[src/iam_pkg.sv]
// Constants, field layouts, control-ROM decodes and the state record
// of the address modification stages.
// Assumes one system clock and a 32-bit APB register port.
package iam_pkg;

  // ---------------------------------------------------------------
  // Register indices (byte address is four times the index)
  // ---------------------------------------------------------------
  localparam logic [9:0] IAM_VEC_OP_LENGTH_IDX = 10'h028;
  localparam logic [9:0] IAM_VEC_START_A_IDX   = 10'h029;
  localparam logic [9:0] IAM_VEC_START_B_IDX   = 10'h02a;
  localparam logic [9:0] IAM_VEC_START_C_IDX   = 10'h02b;
  localparam logic [9:0] IAM_INNER_AB_IDX      = 10'h02c;
  localparam logic [9:0] IAM_INNER_C_IDX       = 10'h02d;
  localparam logic [9:0] IAM_OUTER_AB_IDX      = 10'h02e;
  localparam logic [9:0] IAM_OUTER_C_IDX       = 10'h02f;
  localparam logic [9:0] IAM_CTRL_IDX          = 10'h030;
  localparam logic [9:0] IAM_STATUS_IDX        = 10'h031;
  localparam logic       IAM_ENABLE_RESET      = 1'b1;
  localparam logic [31:0] IAM_VEC_RESET        = 32'h0000_0000;

  // ---------------------------------------------------------------
  // Instruction word fields (bit 0 of the word is the vector LSB)
  // ---------------------------------------------------------------
  localparam int IAM_OP_LSB = 24;
  localparam int IAM_R_LSB  = 20;
  localparam int IAM_T_LSB  = 16;
  localparam int IAM_M_LSB  = 12;
  localparam logic [23:0] IAM_OCTET_STEP = 24'h00_0008;

  // ---------------------------------------------------------------
  // Control ROM bit positions
  // ---------------------------------------------------------------
  localparam int IAM_RA_IDX_SHL   = 0;
  localparam int IAM_RA_IDX_SHR   = 1;
  localparam int IAM_RA_DISP_WIDE = 2;
  localparam int IAM_RA_BASE_PADR = 3;
  localparam int IAM_RB_BIE       = 0;
  localparam int IAM_RB_BRANCH    = 1;
  localparam int IAM_RB_MULTI     = 2;
  localparam int IAM_RB_DIRECT    = 3;
  localparam int IAM_RB_STORE     = 4;

  // Outcome of the branch, indirect and execute target search
  typedef enum logic [2:0] {
    IAM_BIE_NONE, IAM_BIE_HIT_STAGE_A, IAM_BIE_HIT_LEVEL1,
    IAM_BIE_HIT_PRESENT, IAM_BIE_HIT_LOOKAHEAD, IAM_BIE_MISS
  } iam_bie_t;

  // First-stage control ROM
  function automatic logic [31:0] iam_rom_a(input logic [7:0] op);
    logic [31:0] r;
    r = 32'h0;
    r[IAM_RA_IDX_SHL]   = (op[1:0] == 2'h2);
    r[IAM_RA_IDX_SHR]   = (op[1:0] == 2'h1);
    r[IAM_RA_DISP_WIDE] = op[2];
    r[IAM_RA_BASE_PADR] = (op[7:6] == 2'h2) && op[3];
    r[15:8]             = op;
    return r;
  endfunction : iam_rom_a

  // Second-stage control ROM
  function automatic logic [31:0] iam_rom_b(input logic [7:0] op);
    logic [31:0] r;
    r = 32'h0;
    r[IAM_RB_BIE]    = op[7];
    r[IAM_RB_BRANCH] = (op[7:6] == 2'h2);
    r[IAM_RB_MULTI]  = (op[7:6] == 2'h0) && (op[5:4] == 2'h3);
    r[IAM_RB_DIRECT] = (op[7:6] == 2'h1) && op[5];
    r[IAM_RB_STORE]  = (op[7:6] == 2'h0) && op[4];
    return r;
  endfunction : iam_rom_b

  // Whole state of the block
  typedef struct packed {
    logic             a_active;
    logic [31:0]      a_instr;
    logic [23:0]      a_addr;
    logic [31:0]      a_ctrl;
    logic [31:0]      a_index;
    logic [31:0]      a_base;
    logic [3:0]       a_rfield;
    logic             b_active;
    logic [7:0]       b_op;
    logic [23:0]      b_ar;
    logic [23:0]      b_addr;
    logic [23:0]      b_supp;
    logic [3:0]       b_rfield;
    logic [3:0]       b_beats;
    logic             out_valid;
    logic             out_store;
    logic [63:0]      ao;
    logic [31:0]      ro;
    logic [3:0]       out_rfield;
    logic [23:0]      out_ctrl;
    logic             fl_valid;
    logic [23:0]      fl_addr;
    logic [23:0]      oa;
    logic             bie_valid;
    iam_bie_t         bie;
    logic [23:0]      bie_addr;
    logic             restart;
    logic             enable;
    logic [7:0][31:0] vfile;
    logic [31:0]      prdata;
    logic             pslverr;
  } iam_state_t;

endpackage : iam_pkg

[src/iam_top.sv]
// Address modification stages: operand select, displacement and index
// shaping, effective address adder, hazard restart and target search.
// Assumes register file read ports, hazard flags and fetch addresses
// come from neighbouring logic, all synchronous to pclk.
//
// How it works
// - Opcode decoded by control ROM into 32 bits on entry to stage A.
// - Result field held in stage A, passed on, exposed for hazards.
// - Nonzero index field picks one of seven index words into holder.
// - Index shifted left, right or passed unchanged per ROM bits.
// - Displacement is 12 or 16 low bits sign-extended to 24.
// - Stage A instruction address held, exported to comparators.
// - Nonzero base field reads a base word into the base holder.
// - ROM bit selects base holder or stage A address as base term.
// - Stage A advances only with no far hazard and stage B free.
// - Base, displacement and index summed in 24 bits into result.
// - Multiple load or store steps result by one octet per beat.
// - Branch may load fetch address from result; indirect, execute do not.
// - Operand address or immediate moves to address output register.
// - Stage B address loads from stage A; may go out as operand.
// - Second ROM decodes opcode; branch type starts target search.
// - 24 ROM bits captured in supplement register on advance.
// - Stage B result field selects operand word, forwarded out.
// - Hazard in stage B refetches it and flushes younger stages.
// - Output transfer happens only when downstream is ready.
// - Target compared with stage A then level-1 address first.
// - Then octet compared with present and look-ahead fetch octets.
// - All miss: result to operand fetch address, fetch from memory.
// - Index field zero gives a zero index term.
// - Base field zero reads no base register.
//
// Local design decision: the APB register port.
`timescale 1ns/1ns
`default_nettype none

module iam_top
  import iam_pkg::*;
(
  input  wire logic        pclk,
  input  wire logic        presetn,
  input  wire logic        psel,
  input  wire logic        penable,
  input  wire logic        pwrite,
  input  wire logic [11:0] paddr,
  input  wire logic [31:0] pwdata,
  output logic [31:0]      prdata,
  output logic             pready,
  output logic             pslverr,
  input  wire logic        l1_valid,
  input  wire logic [31:0] l1_instr,
  input  wire logic [23:0] level1_instr_addr,
  output logic             l1_accept,
  input  wire logic        far_hazard,
  output logic [2:0]       rf_index_sel,
  input  wire logic [31:0] rf_index_data,
  output logic [3:0]       rf_base_sel,
  output logic             rf_base_rd,
  input  wire logic [31:0] rf_base_data,
  output logic [3:0]       rf_result_sel,
  input  wire logic [31:0] rf_result_data,
  input  wire logic        stage_b_hazard,
  input  wire logic        out_ready,
  output logic             out_valid,
  output logic             out_store,
  output logic [63:0]      address_output_reg,
  output logic [31:0]      operand_output_reg,
  output logic [3:0]       out_result_field,
  output logic [23:0]      out_ctrl,
  input  wire logic [23:0] present_fetch_addr,
  input  wire logic [23:0] lookahead_fetch_addr,
  output logic             fetch_load,
  output logic [23:0]      fetch_load_addr,
  output logic [23:0]      operand_fetch_addr,
  output logic             bie_valid,
  output iam_bie_t         bie_outcome,
  output logic [23:0]      bie_target,
  output logic             restart,
  output logic [3:0]       stage_a_result_field,
  output logic [3:0]       stage_b_result_field,
  output logic [23:0]      stage_a_instr_addr,
  output logic [23:0]      stage_b_instr_addr,
  output logic [23:0]      adder_result_reg,
  output logic [23:0]      supplement_control_reg,
  output logic             stage_a_active,
  output logic             stage_b_active
);

  // ---------------------------------------------------------------
  // Decode and datapath
  // ---------------------------------------------------------------
  iam_state_t  s_reg;
  iam_state_t  s_next;
  logic [31:0] rb;
  logic [23:0] idx_term;
  logic [23:0] disp_term;
  logic [23:0] base_term;
  logic [23:0] sum;
  logic [31:0] shifted;
  logic [2:0]  t_in;
  logic [3:0]  m_in;
  logic        flush;
  logic        b_bie_go;
  logic        b_xfer;
  logic        b_more;
  logic        b_can_accept;
  logic        a_adv;
  logic        a_take;
  logic [9:0]  idx;
  logic        in_vfile;
  logic        hit;
  logic        apb_wr;
  logic [31:0] rd_word;

  assign rb = iam_rom_b(s_reg.b_op);
  assign t_in = l1_instr[IAM_T_LSB +: 3];
  assign m_in = l1_instr[IAM_M_LSB +: 4];

  // Register file selects for the word entering stage A and the stage B operand word
  // index word select
  assign rf_index_sel = t_in;
  // no base read on zero field
  assign rf_base_sel = m_in;
  assign rf_base_rd  = (m_in != 4'h0);
  // result field picks the operand word
  assign rf_result_sel = s_reg.b_rfield;

  // Index shaper: the shift is done on the full word so that no
  // upper index bit is lost for a right shift
  // index shift network
  always_comb
  begin
    if (s_reg.a_ctrl[IAM_RA_IDX_SHL])
      shifted = s_reg.a_index << 1;
    else if (s_reg.a_ctrl[IAM_RA_IDX_SHR])
      shifted = s_reg.a_index >> 1;
    else
      shifted = s_reg.a_index;
  end
  assign idx_term = shifted[23:0];

  assign disp_term = s_reg.a_ctrl[IAM_RA_DISP_WIDE]
                   ? {{8{s_reg.a_instr[15]}}, s_reg.a_instr[15:0]}
                   : {{12{s_reg.a_instr[11]}}, s_reg.a_instr[11:0]};
  assign base_term = s_reg.a_ctrl[IAM_RA_BASE_PADR] ? s_reg.a_addr : s_reg.a_base[23:0];
  assign sum = base_term + disp_term + idx_term;

  // ---------------------------------------------------------------
  // Stage handshakes
  // ---------------------------------------------------------------
  // hazard in stage B wins over every other pipeline action; APB reads and writes still proceed
  assign flush    = s_reg.b_active && stage_b_hazard;
  // second ROM starts the target search
  assign b_bie_go = s_reg.b_active && !stage_b_hazard && rb[IAM_RB_BIE];
  assign b_xfer   = s_reg.b_active && !stage_b_hazard && !rb[IAM_RB_BIE] && out_ready;
  assign b_more   = rb[IAM_RB_MULTI] && (s_reg.b_beats != 4'h0);
  assign b_can_accept = !s_reg.b_active || (b_xfer && !b_more) || b_bie_go;
  // advance only with no far hazard and stage B free
  assign a_adv    = s_reg.a_active && !far_hazard && b_can_accept && !flush;
  assign a_take   = s_reg.enable && l1_valid && (!s_reg.a_active || a_adv) && !flush;
  assign l1_accept = a_take;

  // ---------------------------------------------------------------
  // APB decode; zero wait states, so pready is always high
  // ---------------------------------------------------------------
  assign idx      = paddr[11:2];
  assign in_vfile = (idx >= IAM_VEC_OP_LENGTH_IDX) && (idx <= IAM_OUTER_C_IDX);
  assign hit      = in_vfile || (idx == IAM_CTRL_IDX) || (idx == IAM_STATUS_IDX);
  assign apb_wr   = psel && penable && pwrite && hit;
  assign pready   = 1'b1;

  always_comb
  begin
    if (in_vfile)
      rd_word = s_reg.vfile[idx[2:0]];
    else if (idx == IAM_CTRL_IDX)
      rd_word = {31'h0, s_reg.enable};
    else if (idx == IAM_STATUS_IDX)
      rd_word = {27'h0, s_reg.bie, s_reg.b_active, s_reg.a_active};
    else
      rd_word = 32'h0;
  end

  // ---------------------------------------------------------------
  // Next state
  // ---------------------------------------------------------------
  always_comb
  begin
    s_next           = s_reg; // stalled stages hold
    s_next.out_valid = 1'b0;
    s_next.fl_valid  = 1'b0;
    s_next.bie_valid = 1'b0;
    s_next.restart   = 1'b0;
    // Read data is caught in the setup phase and stands in the access phase
    if (psel && !penable)
    begin
      s_next.prdata  = rd_word;
      s_next.pslverr = !hit;
    end
    if (apb_wr && in_vfile)
      s_next.vfile[idx[2:0]] = pwdata;
    if (apb_wr && (idx == IAM_CTRL_IDX))
      s_next.enable = pwdata[0];
    if (flush)
    begin
      // refetch the stage B instruction, drop younger ones
      s_next.a_active = 1'b0;
      s_next.b_active = 1'b0;
      s_next.fl_valid = 1'b1;
      s_next.fl_addr  = s_reg.b_addr;
      s_next.restart  = 1'b1;
    end
    else
    begin
      if (b_xfer)
      begin
        // address or immediate to the output level
        s_next.out_valid  = 1'b1;
        s_next.out_store  = rb[IAM_RB_STORE];
        // instruction address sent as a direct operand
        s_next.ao = rb[IAM_RB_DIRECT] ? {{40{s_reg.b_addr[23]}}, s_reg.b_addr}
                                      : {{40{s_reg.b_ar[23]}}, s_reg.b_ar};
        s_next.ro         = rf_result_data;
        // field forwarded to the register stack
        s_next.out_rfield = s_reg.b_rfield;
        s_next.out_ctrl   = s_reg.b_supp;
        if (b_more)
        begin
          // next octet address from the feedback path
          s_next.b_ar    = s_reg.b_ar + IAM_OCTET_STEP;
          s_next.b_beats = s_reg.b_beats - 4'h1;
        end
        else
          s_next.b_active = 1'b0;
      end
      if (b_bie_go)
      begin
        s_next.bie_valid = 1'b1;
        s_next.bie_addr  = s_reg.b_ar;
        s_next.b_active  = 1'b0;
        // stage A, then level 1, full address match
        if (s_reg.a_active && (s_reg.b_ar == s_reg.a_addr))
          s_next.bie = IAM_BIE_HIT_STAGE_A;
        else if (l1_valid && (s_reg.b_ar == level1_instr_addr))
          s_next.bie = IAM_BIE_HIT_LEVEL1;
        // octet compare against the fetch addresses
        else if (s_reg.b_ar[23:3] == present_fetch_addr[23:3])
          s_next.bie = IAM_BIE_HIT_PRESENT;
        else if (s_reg.b_ar[23:3] == lookahead_fetch_addr[23:3])
          s_next.bie = IAM_BIE_HIT_LOOKAHEAD;
        else
        begin
          s_next.bie = IAM_BIE_MISS;
          s_next.oa  = s_reg.b_ar;
        end
        // a branch outside the pipeline reloads fetch
        if (rb[IAM_RB_BRANCH] && (s_next.bie != IAM_BIE_HIT_STAGE_A)
            && (s_next.bie != IAM_BIE_HIT_LEVEL1))
        begin
          s_next.fl_valid = 1'b1;
          s_next.fl_addr  = s_reg.b_ar;
        end
      end
      if (a_adv)
      begin
        // result loaded when stage A hands over
        s_next.b_active = 1'b1;
        s_next.b_ar     = sum;
        s_next.b_op     = s_reg.a_instr[IAM_OP_LSB +: 8];
        // stage B address from stage A
        s_next.b_addr   = s_reg.a_addr;
        s_next.b_supp   = s_reg.a_ctrl[23:0];
        s_next.b_rfield = s_reg.a_rfield;
        s_next.b_beats  = s_reg.a_rfield;
        s_next.a_active = 1'b0;
      end
      if (a_take)
      begin
        s_next.a_active = 1'b1;
        s_next.a_instr  = l1_instr;
        s_next.a_addr   = level1_instr_addr;
        s_next.a_ctrl   = iam_rom_a(l1_instr[IAM_OP_LSB +: 8]);
        s_next.a_rfield = l1_instr[IAM_R_LSB +: 4];
        // zero index field gives zero term
        s_next.a_index  = (t_in != 3'h0) ? rf_index_data : 32'h0;
        // base word for a nonzero base field
        s_next.a_base   = (m_in != 4'h0) ? rf_base_data : 32'h0;
      end
    end
  end

  // State register; only constants under reset
  always_ff @(posedge pclk or negedge presetn)
  begin
    if (!presetn)
    begin
      s_reg        <= '0;
      s_reg.bie    <= IAM_BIE_NONE;
      s_reg.enable <= IAM_ENABLE_RESET;
      s_reg.vfile  <= {8{IAM_VEC_RESET}};
    end
    else
      s_reg <= s_next;
  end

  // ---------------------------------------------------------------
  // Outputs, all from flip-flops except the handshakes, pslverr, rf_index_sel, rf_base_sel and rf_base_rd
  // ---------------------------------------------------------------
  assign prdata                 = s_reg.prdata;
  assign pslverr                = s_reg.pslverr && psel && penable;
  assign out_valid              = s_reg.out_valid;
  assign out_store              = s_reg.out_store;
  assign address_output_reg     = s_reg.ao;
  assign operand_output_reg     = s_reg.ro;
  assign out_result_field       = s_reg.out_rfield;
  assign out_ctrl               = s_reg.out_ctrl;
  assign fetch_load             = s_reg.fl_valid;
  assign fetch_load_addr        = s_reg.fl_addr;
  assign operand_fetch_addr     = s_reg.oa;
  assign bie_valid              = s_reg.bie_valid;
  assign bie_outcome            = s_reg.bie;
  assign bie_target             = s_reg.bie_addr;
  assign restart                = s_reg.restart;
  assign stage_a_result_field   = s_reg.a_rfield;
  assign stage_b_result_field   = s_reg.b_rfield;
  assign stage_a_instr_addr     = s_reg.a_addr;
  assign stage_b_instr_addr     = s_reg.b_addr;
  assign adder_result_reg       = s_reg.b_ar;
  assign supplement_control_reg = s_reg.b_supp;
  assign stage_a_active         = s_reg.a_active;
  assign stage_b_active         = s_reg.b_active;
endmodule : iam_top

`default_nettype wire

[config.mk]
export PLATFORM = sky130hd
export DESIGN_NAME = iam_top
export DESIGN_NICKNAME = d
export VERILOG_FILES = /design/src/iam_pkg.sv /design/src/iam_top.sv
export SDC_FILE = /design/constraint.sdc
export NUM_CORES = 1
export LEC_CHECK = 0
export BUFFER_PORTS_ARGS = -buffer_cell sky130_fd_sc_hd__buf_2
export CELL_PAD_IN_SITES_DETAIL_PLACEMENT = 1
export CELL_PAD_IN_SITES_GLOBAL_PLACEMENT = 1
export CORE_MARGIN = 5
export CORE_UTILIZATION = 44
export DETAILED_ROUTE_END_ITERATION = 8
export PLACE_DENSITY_LB_ADDON = 0.1
export SLEW_MARGIN = 0
export SYNTH_ARGS = -nofsm -noshare
export SYNTH_HDL_FRONTEND = slang
export SYNTH_SLANG_ARGS = --single-unit
[constraint.sdc]
create_clock -name pclk -period 4.6 [get_ports pclk]
set_clock_uncertainty 0.05 [all_clocks]
set_input_delay 0.92 -clock pclk [delete_from_list [all_inputs] [get_ports pclk]]
set_output_delay 0.92 -clock pclk [all_outputs]
set_load 0.01 [all_outputs]
==> run metrics, run 1 <==
minimum hold slack=0.351 ns; outcome=finished clean; synthesis-stage register bit count=614; flip-flop count of the largest register, all copies and words added=349; proportion of layout cells with a drive suffix above 1=36.2%; portion of the post-synthesis area used by sequential elements=48.2%; pins over their slew limit=0; Yosys top cell area share=48.1%; relative slew slack=14.8%; commonest register cell after synthesis=sky130_fd_sc_hd__dfrtp_1; crit share post-route=96.6%; synthesized netlist cell count=2972; CTS Hold Bufs=0; die height=279 um; total number of placement rows=98; required time worst endpoint=4.97 ns; Worst Slack Setup Final=0.158 ns; startpoint class of the critical path=register; combined area of all synthesized cells=31900 um2; vias per cell=5.43; boundary pin count=610; initial standard-cell utilization of the core=44.4%; 1st-iter DRT viols=1334; number of antenna-violating nets in the routed design=0; type of the setup path with the least slack=register to register; EDFF count, synth=0; weighted congestion at the end of routability-driven global placement=0.904; worst-margin pin slew=1.28 ns; Synth area leader=sky130_fd_sc_hd__dfrtp_1; critical path capture point type=register; average wire per standard cell=25.6 um; DRC violations left=0; area added between synthesis and finish=12.4%; # nets final=3485; Synthesis Warnings=0; global-route usage over all layers=26.8%; library cells used by synthesis=66; Power per Cell Area=355 nW/um2; leak pwr=19.1 nW; count of buffers added by post-CTS timing repair for setup=0; Clock Path Buffers=3; pre-CTS setup slack=0.197 ns; total number of vias=22800; Setup-failing EPs final=0; Synth area leaders=sky130_fd_sc_hd__dfrtp_1, sky130_fd_sc_hd__mux2_2, sky130_fd_sc_hd__buf_4; Die Footprint=77900 um2; # port buffers=560; RSZ-0062 raised after global routing=no; Mapped Avg Cell Area=10.7 um2; remaining global-route overflow=0; FMAX=225 MHz; fill cell count=7825; initial antenna violation count=18; max-capacitance violation count=0; CTS tree=done; final critical path time including I/O delays and setup=4.44 ns; vias in the first global route=24600; final-layout setup total negative slack=0 ns; CTS root buffer=sky130_fd_sc_hd__clkbuf_16; Worst Hold Class=primary input to asynchronous set/reset pin; largest net degree at the start of global routing=157; clock-pin slew on the worst setup and hold paths=0.06 ns; Core Area=71700 um2; number of buffers added by the clock tree synthesis step=71; router iterations before antenna repair=5; global-route wire length before repair=161 mm; Hold Vio Cnt, Final=0; worst skew pair latency=0.61 ns; TritonCTS Sinks=614; largest fanout on the critical path=9; number of cells upsized or downsized after cts=0; number of H-tree branching levels=3; final wirelength=108 mm; final HPWL from detailed placement=78.0 mm; share of async-settable or async-resettable flops after synthesis=100%; worst path arrival time=4.81 ns; largest voltage drop on the vdd net=0.246 mV; die boundary width=279 um
Yosys cell counts (6+ instances only):
library cell / number
sky130_fd_sc_hd__a221o_1: 24
sky130_fd_sc_hd__buf_2: 61
sky130_fd_sc_hd__a31oi_1: 9
sky130_fd_sc_hd__buf_4: 349
sky130_fd_sc_hd__clkbuf_1: 102
sky130_fd_sc_hd__inv_1: 20
sky130_fd_sc_hd__fa_1: 24
sky130_fd_sc_hd__o22ai_1: 50
sky130_fd_sc_hd__xor2_1: 45
sky130_fd_sc_hd__nor2_1: 50
sky130_fd_sc_hd__mux4_2: 16
sky130_fd_sc_hd__a21oi_1: 48
sky130_fd_sc_hd__o21ai_0: 188
sky130_fd_sc_hd__nand2_1: 570
sky130_fd_sc_hd__mux2i_1: 84
sky130_fd_sc_hd__nor4_1: 17
sky130_fd_sc_hd__ha_1: 25
sky130_fd_sc_hd__or3_1: 6
sky130_fd_sc_hd__mux2_2: 375
sky130_fd_sc_hd__nand2b_1: 7
sky130_fd_sc_hd__dfrtp_1: 613
sky130_fd_sc_hd__nand3_1: 14
sky130_fd_sc_hd__nand3b_1: 6
sky130_fd_sc_hd__nor3_1: 15
sky130_fd_sc_hd__and3_1: 31
sky130_fd_sc_hd__and2_1: 6
sky130_fd_sc_hd__buf_1: 10
sky130_fd_sc_hd__xnor2_1: 80
sky130_fd_sc_hd__a221oi_1: 24
sky130_fd_sc_hd__nand4_1: 23
logic make-up after synthesis:
| group | Yosys count | share of synthesized area, % |
|---|---|---|
| flops | 614 | 48.2 |
| compound gates | 388 | 7.41 |
| simple gates | 767 | 10.4 |
| mux | 479 | 17.2 |
| other cells | 2 | 0.0236 |
| buf+inv | 548 | 10.9 |
| fa+ha+maj | 49 | 2.49 |
| xor+xnor | 125 | 3.43 |
per-layer routing:
layer / vias up / track usage [%] / routed length [um]
met2: 630 / 43.2 / 51300
li1: 10300 / - / -
met4: 6 / 7.87 / 2820
met1: 11700 / 36.9 / 47100
met3: 133 / 5.64 / 6370
met5: - / 0 / 35
worst max-delay path, stage by stage, from the launching register on:
cell                       delay [ns]
sky130_fd_sc_hd__dfrtp_2         0.50
sky130_fd_sc_hd__mux2i_1         0.14
sky130_fd_sc_hd__o21ai_0         0.42
sky130_fd_sc_hd__fa_1            0.58
sky130_fd_sc_hd__fa_1            0.51
sky130_fd_sc_hd__a211oi_1        0.39
sky130_fd_sc_hd__o21ai_0         0.29
sky130_fd_sc_hd__a2111o_1        0.50
sky130_fd_sc_hd__a31oi_1         0.34
sky130_fd_sc_hd__o211ai_1        0.21
sky130_fd_sc_hd__nor4_1          0.22
sky130_fd_sc_hd__a311oi_1        0.09
through the flow:
step	std cells	utilization, %	instance area, um2	total power [mW]
floorplan	2995	-	32000	6.37
global placement	4060	46.5	33300	6.88
detailed placement	4060	46.5	33300	6.92
CTS	4189	49.9	35800	12.9
global route	4197	49.9	35800	13.2
finish	4199	49.9	35800	12.7
report_power, final:
part / internal, mW / switching, mW / total [mW]
Clock: 3.57 / 2.32 / 5.89
Combinational: 0.424 / 0.694 / 1.12
Sequential: 5.50 / 0.205 / 5.70
Total: 9.49 / 3.22 / 12.7
layout by cell type, fill, tap and decap left out, types with 10 or more instances in the layout:
cell type,Yosys,layout
sky130_fd_sc_hd__clkbuf_1,102,13
sky130_fd_sc_hd__diode_2,0,10
sky130_fd_sc_hd__a221o_1,24,24
sky130_fd_sc_hd__o22ai_1,50,50
sky130_fd_sc_hd__clkbuf_8,0,19
sky130_fd_sc_hd__nor4_1,17,17
sky130_fd_sc_hd__inv_1,20,20
sky130_fd_sc_hd__nor2_1,50,49
sky130_fd_sc_hd__nor3_1,15,15
sky130_fd_sc_hd__conb_1,2,25
sky130_fd_sc_hd__a21oi_1,48,48
sky130_fd_sc_hd__clkbuf_16,0,73
sky130_fd_sc_hd__dfrtp_1,613,612
sky130_fd_sc_hd__o21ai_0,188,188
sky130_fd_sc_hd__nand3_1,14,14
sky130_fd_sc_hd__fa_1,24,24
sky130_fd_sc_hd__mux4_2,16,16
sky130_fd_sc_hd__mux2_2,375,375
sky130_fd_sc_hd__and3_1,31,31
sky130_fd_sc_hd__buf_4,349,75
sky130_fd_sc_hd__nand2_1,570,570
sky130_fd_sc_hd__nand4_1,23,23
sky130_fd_sc_hd__xor2_1,45,45
sky130_fd_sc_hd__mux2i_1,84,84
sky130_fd_sc_hd__a221oi_1,24,24
sky130_fd_sc_hd__buf_2,61,558
sky130_fd_sc_hd__ha_1,25,25
sky130_fd_sc_hd__xnor2_1,80,80
path summary, 6_finish.rpt:
check | start | end | slack (ns) | cells past startpoint
setup / recovery | s_reg[652]$_DFFE_PN0P_ | adder_result_reg[17]$_DFFE_PN0P_ | 0.16 | 11
hold / removal | presetn | s_reg[117]$_DFFE_PN0P_ | 0.35 | 1
setup reg to reg | s_reg[652]$_DFFE_PN0P_ | adder_result_reg[17]$_DFFE_PN0P_ | 0.16 | 11
hold reg to reg | s_reg[732]$_DFFE_PN0P_ | s_reg[575]$_DFFE_PN0P_ | 0.41 | 2
max in group asynchronous | presetn | s_reg[713]$_DFFE_PN0P_ | 3.04 | 2
min in group pclk | s_reg[732]$_DFFE_PN0P_ | s_reg[575]$_DFFE_PN0P_ | 0.41 | 2
area by class of cell:
type	instances	area (um2)	share of cell area (%)
clock inverter	24	317	0.884
tap	950	1190	3.32
inverter	21	78.8	0.220
multi-input combinational	1833	13200	36.8
timing repair buffer	642	3530	9.86
antenna	10	25.0	0.0699
sequential	614	15400	42.9
clock buffer	105	2140	5.97
No activity file was read; power rests on OpenSTA's default activity.
==> run 2, diff against run 1 <==
--- a/config.mk
+++ b/config.mk
@@ -5,11 +5,12 @@
 export SDC_FILE = /design/constraint.sdc
 export NUM_CORES = 1
 export LEC_CHECK = 0
+export ABC_AREA = 1
 export BUFFER_PORTS_ARGS = -buffer_cell sky130_fd_sc_hd__buf_2
 export CELL_PAD_IN_SITES_DETAIL_PLACEMENT = 1
 export CELL_PAD_IN_SITES_GLOBAL_PLACEMENT = 1
 export CORE_MARGIN = 5
-export CORE_UTILIZATION = 44
+export CORE_UTILIZATION = 42
 export DETAILED_ROUTE_END_ITERATION = 8
 export PLACE_DENSITY_LB_ADDON = 0.1
 export SLEW_MARGIN = 0
==> run 2 against run 1 <==
Effect of this change:
- routed wire length is 12% higher
- via count is 19% higher
- clock-buffer cell count is 8 higher
- hold slack worse by 0.065 ns
- sequential share of layout area is 1.3 points lower
- design area is 3.1% higher
- highest routed layer unchanged
- critical endpoint is now adder_result_reg[23]$_DFFE_PN0P_
- largest power group is now combinational cells
- maximum frequency is 16% higher
- register-to-register slack better by 0.60 ns
- setup slack better by 0.60 ns
- die area is 8.4% higher
- global-route usage is 1.0 points higher
- total power is 120% higher
==> run metrics, run 2 <==
largest fanout on the critical path=31 (was 9); fill cell count=9454 (was 7825); 1st-iter DRT viols=1697 (was 1334); # nets final=4313 (was 3485); vias per cell=5.30 (was 5.43); library cells used by synthesis=53 (was 66); Final Core Density=47.0% (was 49.9%); final critical path time including I/O delays and setup=3.84 ns (was 4.44 ns); Mapped Avg Cell Area=8.62 um2 (was 10.7 um2); EDFF count, synth=0 (unchanged); worst path arrival time=4.34 ns (was 4.81 ns); pins over their slew limit=0 (unchanged); final HPWL from detailed placement=86.1 mm (was 78.0 mm); Top Family by Delay on Critical Path=simple AND/OR/NAND/NOR gates (was compound AO/OA/AOI/OAI gates); Die Footprint=84500 um2 (was 77900 um2); outcome=finished clean (unchanged); worst skew pair latency=0.62 ns (was 0.61 ns); count of buffers added by post-CTS timing repair for setup=0 (unchanged); router iterations before antenna repair=5 (unchanged); slowest CP cell=sky130_fd_sc_hd__fa_1 (unchanged); remaining global-route overflow=0 (unchanged); proportion of layout cells with a drive suffix above 1=24.5% (was 36.2%); weighted congestion at the end of routability-driven global placement=0.905 (was 0.904); DRC violations left=0 (unchanged); clock-pin slew on the worst setup and hold paths=0.06 ns (about the same); leading cell type by number of instances after synthesis=sky130_fd_sc_hd__nand2_1 (was sky130_fd_sc_hd__dfrtp_1); largest voltage drop on the vdd net=0.467 mV (was 0.246 mV); delay of the slowest cell on the worst path=0.46 ns (was 0.58 ns); Hold Vio Cnt, Final=0 (unchanged); startpoint class of the critical path=register (unchanged); Worst Hold Class=primary input to asynchronous set/reset pin (unchanged); largest net degree at the start of global routing=97 (was 157); final-layout setup total negative slack=0 ns (unchanged); CTS root buffer=sky130_fd_sc_hd__clkbuf_16 (unchanged); global-route wire length before repair=181 mm (was 161 mm); Power per Cell Area=743 nW/um2 (was 355 nW/um2); critical path buffer and inverter count=3 (was 0); portion of the post-synthesis area used by sequential elements=46.4% (was 48.2%); Area after DPL=34400 um2 (was 33300 um2); Synth area leader=sky130_fd_sc_hd__dfrtp_1 (unchanged); area of all placed cells without fillers=36900 um2 (was 35800 um2); total number of vias=27200 (was 22800); initial standard-cell utilization of the core=42.1% (was 44.4%); number of cells upsized or downsized after cts=0 (unchanged); total number of placement rows=103 (was 98); area added between synthesis and finish=11.6% (was 12.4%); Core Area=78600 um2 (was 71700 um2); final wirelength=121 mm (was 108 mm); required time worst endpoint=5.10 ns (was 4.97 ns); Yosys top cell area share=46.4% (was 48.1%); boundary pin count=610 (unchanged); type of the setup path with the least slack=register to register (unchanged); cell chain of the critical path=clkinv_1, buf_4, o21ai_0, a21oi_1, a21oi_1, fa_1, ha_1, nand2_1, nor2_1, inv_1, nor2_1, nand2_1, nand2_1, nand2_1, nand3_1, nand3_1, a21oi_1 (was mux2i_1, o21ai_0, fa_1, fa_1, a211oi_1, o21ai_0, a2111o_1, a31oi_1, o211ai_1, nor4_1, a311oi_1); vias in the first global route=27800 (was 24600); commonest cells after routing, fill and taps aside=sky130_fd_sc_hd__nand2_1, sky130_fd_sc_hd__dfrtp_1, sky130_fd_sc_hd__buf_2 (was sky130_fd_sc_hd__dfrtp_1, sky130_fd_sc_hd__nand2_1, sky130_fd_sc_hd__buf_2); max-capacitance violation count=0 (unchanged); die boundary width=291 um (was 279 um); Clock Path Buffers=3 (unchanged); CTS tree=done (unchanged); leak pwr=19.4 nW (was 19.1 nW); RSZ-0062 raised after global routing=no (unchanged); flip-flop count of the largest register, all copies and words added=349 (unchanged); number of antenna-violating nets in the routed design=0 (unchanged); FMAX=261 MHz (was 225 MHz); worst-margin pin slew=1.11 ns (was 1.28 ns); initial antenna violation count=12 (was 18); global-route usage over all layers=27.8% (was 26.8%); most common cell after layout, fill and taps aside=sky130_fd_sc_hd__nand2_1 (was sky130_fd_sc_hd__dfrtp_1); Commonest cells post-synth=sky130_fd_sc_hd__nand2_1, sky130_fd_sc_hd__dfrtp_1, sky130_fd_sc_hd__buf_4 (was sky130_fd_sc_hd__dfrtp_1, sky130_fd_sc_hd__nand2_1, sky130_fd_sc_hd__mux2_2); Top cell by count, worst path=sky130_fd_sc_hd__nand2_1; commonest register cell after synthesis=sky130_fd_sc_hd__dfrtp_1 (unchanged); combined area of all synthesized cells=33100 um2 (was 31900 um2); synthesis-stage register bit count=614 (unchanged); CTS Hold Bufs=0 (unchanged); number of buffers added by the clock tree synthesis step=73 (was 71); average wire per standard cell=23.6 um (was 25.6 um); Setup-failing EPs final=0 (unchanged); synthesized netlist cell count=3839 (was 2972); die height=291 um (was 279 um); Synth area leaders=sky130_fd_sc_hd__dfrtp_1, sky130_fd_sc_hd__nand2_1, sky130_fd_sc_hd__buf_4 (was sky130_fd_sc_hd__dfrtp_1, sky130_fd_sc_hd__mux2_2, sky130_fd_sc_hd__buf_4); TritonCTS Sinks=614 (unchanged); relative slew slack=26.3% (was 14.8%); crit share post-route=83.4% (was 96.6%); # port buffers=560 (unchanged); share of async-settable or async-resettable flops after synthesis=100% (unchanged); critical path capture point type=register (unchanged); Synthesis Warnings=0 (unchanged); number of H-tree branching levels=3 (unchanged)
## run 2: logic make-up (layout without fill, tap and decap cells)
kind of cell | count (synthesis) | after routing | synth area share [%]
XOR/XNOR | 54 | 54 | 1.43
AO/OA/AOI/OAI | 611 | 611 | 10.1
AND/OR/NAND/NOR | 1495 | 1495 | 19.0
adder cells (fa/ha/maj) | 49 | 49 | 2.40
buffers and inverters | 815 | 1020 | 13.9
flip-flops | 614 | 614 | 46.4
other | 2 | 35 | 0.0227
multiplexers | 199 | 199 | 6.77
## run 2: final timing paths
| kind | from | to | slack (ns) | cells after the start |
|---|---|---|---|---|
| setup / recovery | s_reg[652]$_DFFE_PN0P_ | adder_result_reg[23]$_DFFE_PN0P_ | 0.76 | 17 |
| hold / removal | presetn | s_reg[215]$_DFFE_PN0P_ | 0.29 | 1 |
| setup reg to reg | s_reg[652]$_DFFE_PN0P_ | adder_result_reg[23]$_DFFE_PN0P_ | 0.76 | 17 |
| hold reg to reg | operand_output_reg[3]$_DFFE_PN0P_ | operand_output_reg[3]$_DFFE_PN0P_ | 0.41 | 2 |
| max in group asynchronous | presetn | bie_target[13]$_DFFE_PN0P_ | 3.13 | 3 |
| min in group pclk | operand_output_reg[3]$_DFFE_PN0P_ | operand_output_reg[3]$_DFFE_PN0P_ | 0.41 | 2 |
## run 2: layout make-up
class	count	area (um2)	area share, %
Inverter	270	1010	2.75
Clock buffer	113	2250	6.09
Timing Repair Buffer	619	3390	9.19
Sequential cell	614	15400	41.6
Antenna cell	10	25.0	0.0678
Multi-Input combinational cell	2433	13300	36.0
Tap cell	1050	1310	3.56
Clock inverter	18	263	0.712
## run 2: report_power, final
group          switching, mW  total (mW)  internal [mW]
clock network           2.47        6.03           3.56
logic                   8.91        13.2           4.27
registers               1.48        8.21           6.73
total                   12.9        27.4           14.6
## run 2: worst register-to-register path: cells and delay by family (launching register included)
kind                     cells  cell delay (ns)
buffers and inverters        3             0.85
adder cells (fa/ha/maj)      2             0.88
AO/OA/AOI/OAI                4             0.62
AND/OR/NAND/NOR              8             0.96
flip-flops                   1             0.43
## run 2: routing by layer
layer | part of all wire (%) | track usage [%]
met1 | 42 | 36.3
met2 | 49 | 47.1
met3 | 5.0 | 4.52
met4 | 3.9 | 10.0
met5 | 0.028 | 0
## run 2: stage by stage
stage	power (mW)	std cells	hold slack, ns	setup WS (ns)
after global routing	29.2	5122	0.334	0.375
final	27.4	5127	0.286	0.763
after global placement	21.2	4986	0.400	0.904
after CTS	27.6	5117	0.317	0.794
after floorplan	17.4	3862	0.392	1.54
after detailed placement	21.4	4986	0.403	0.792
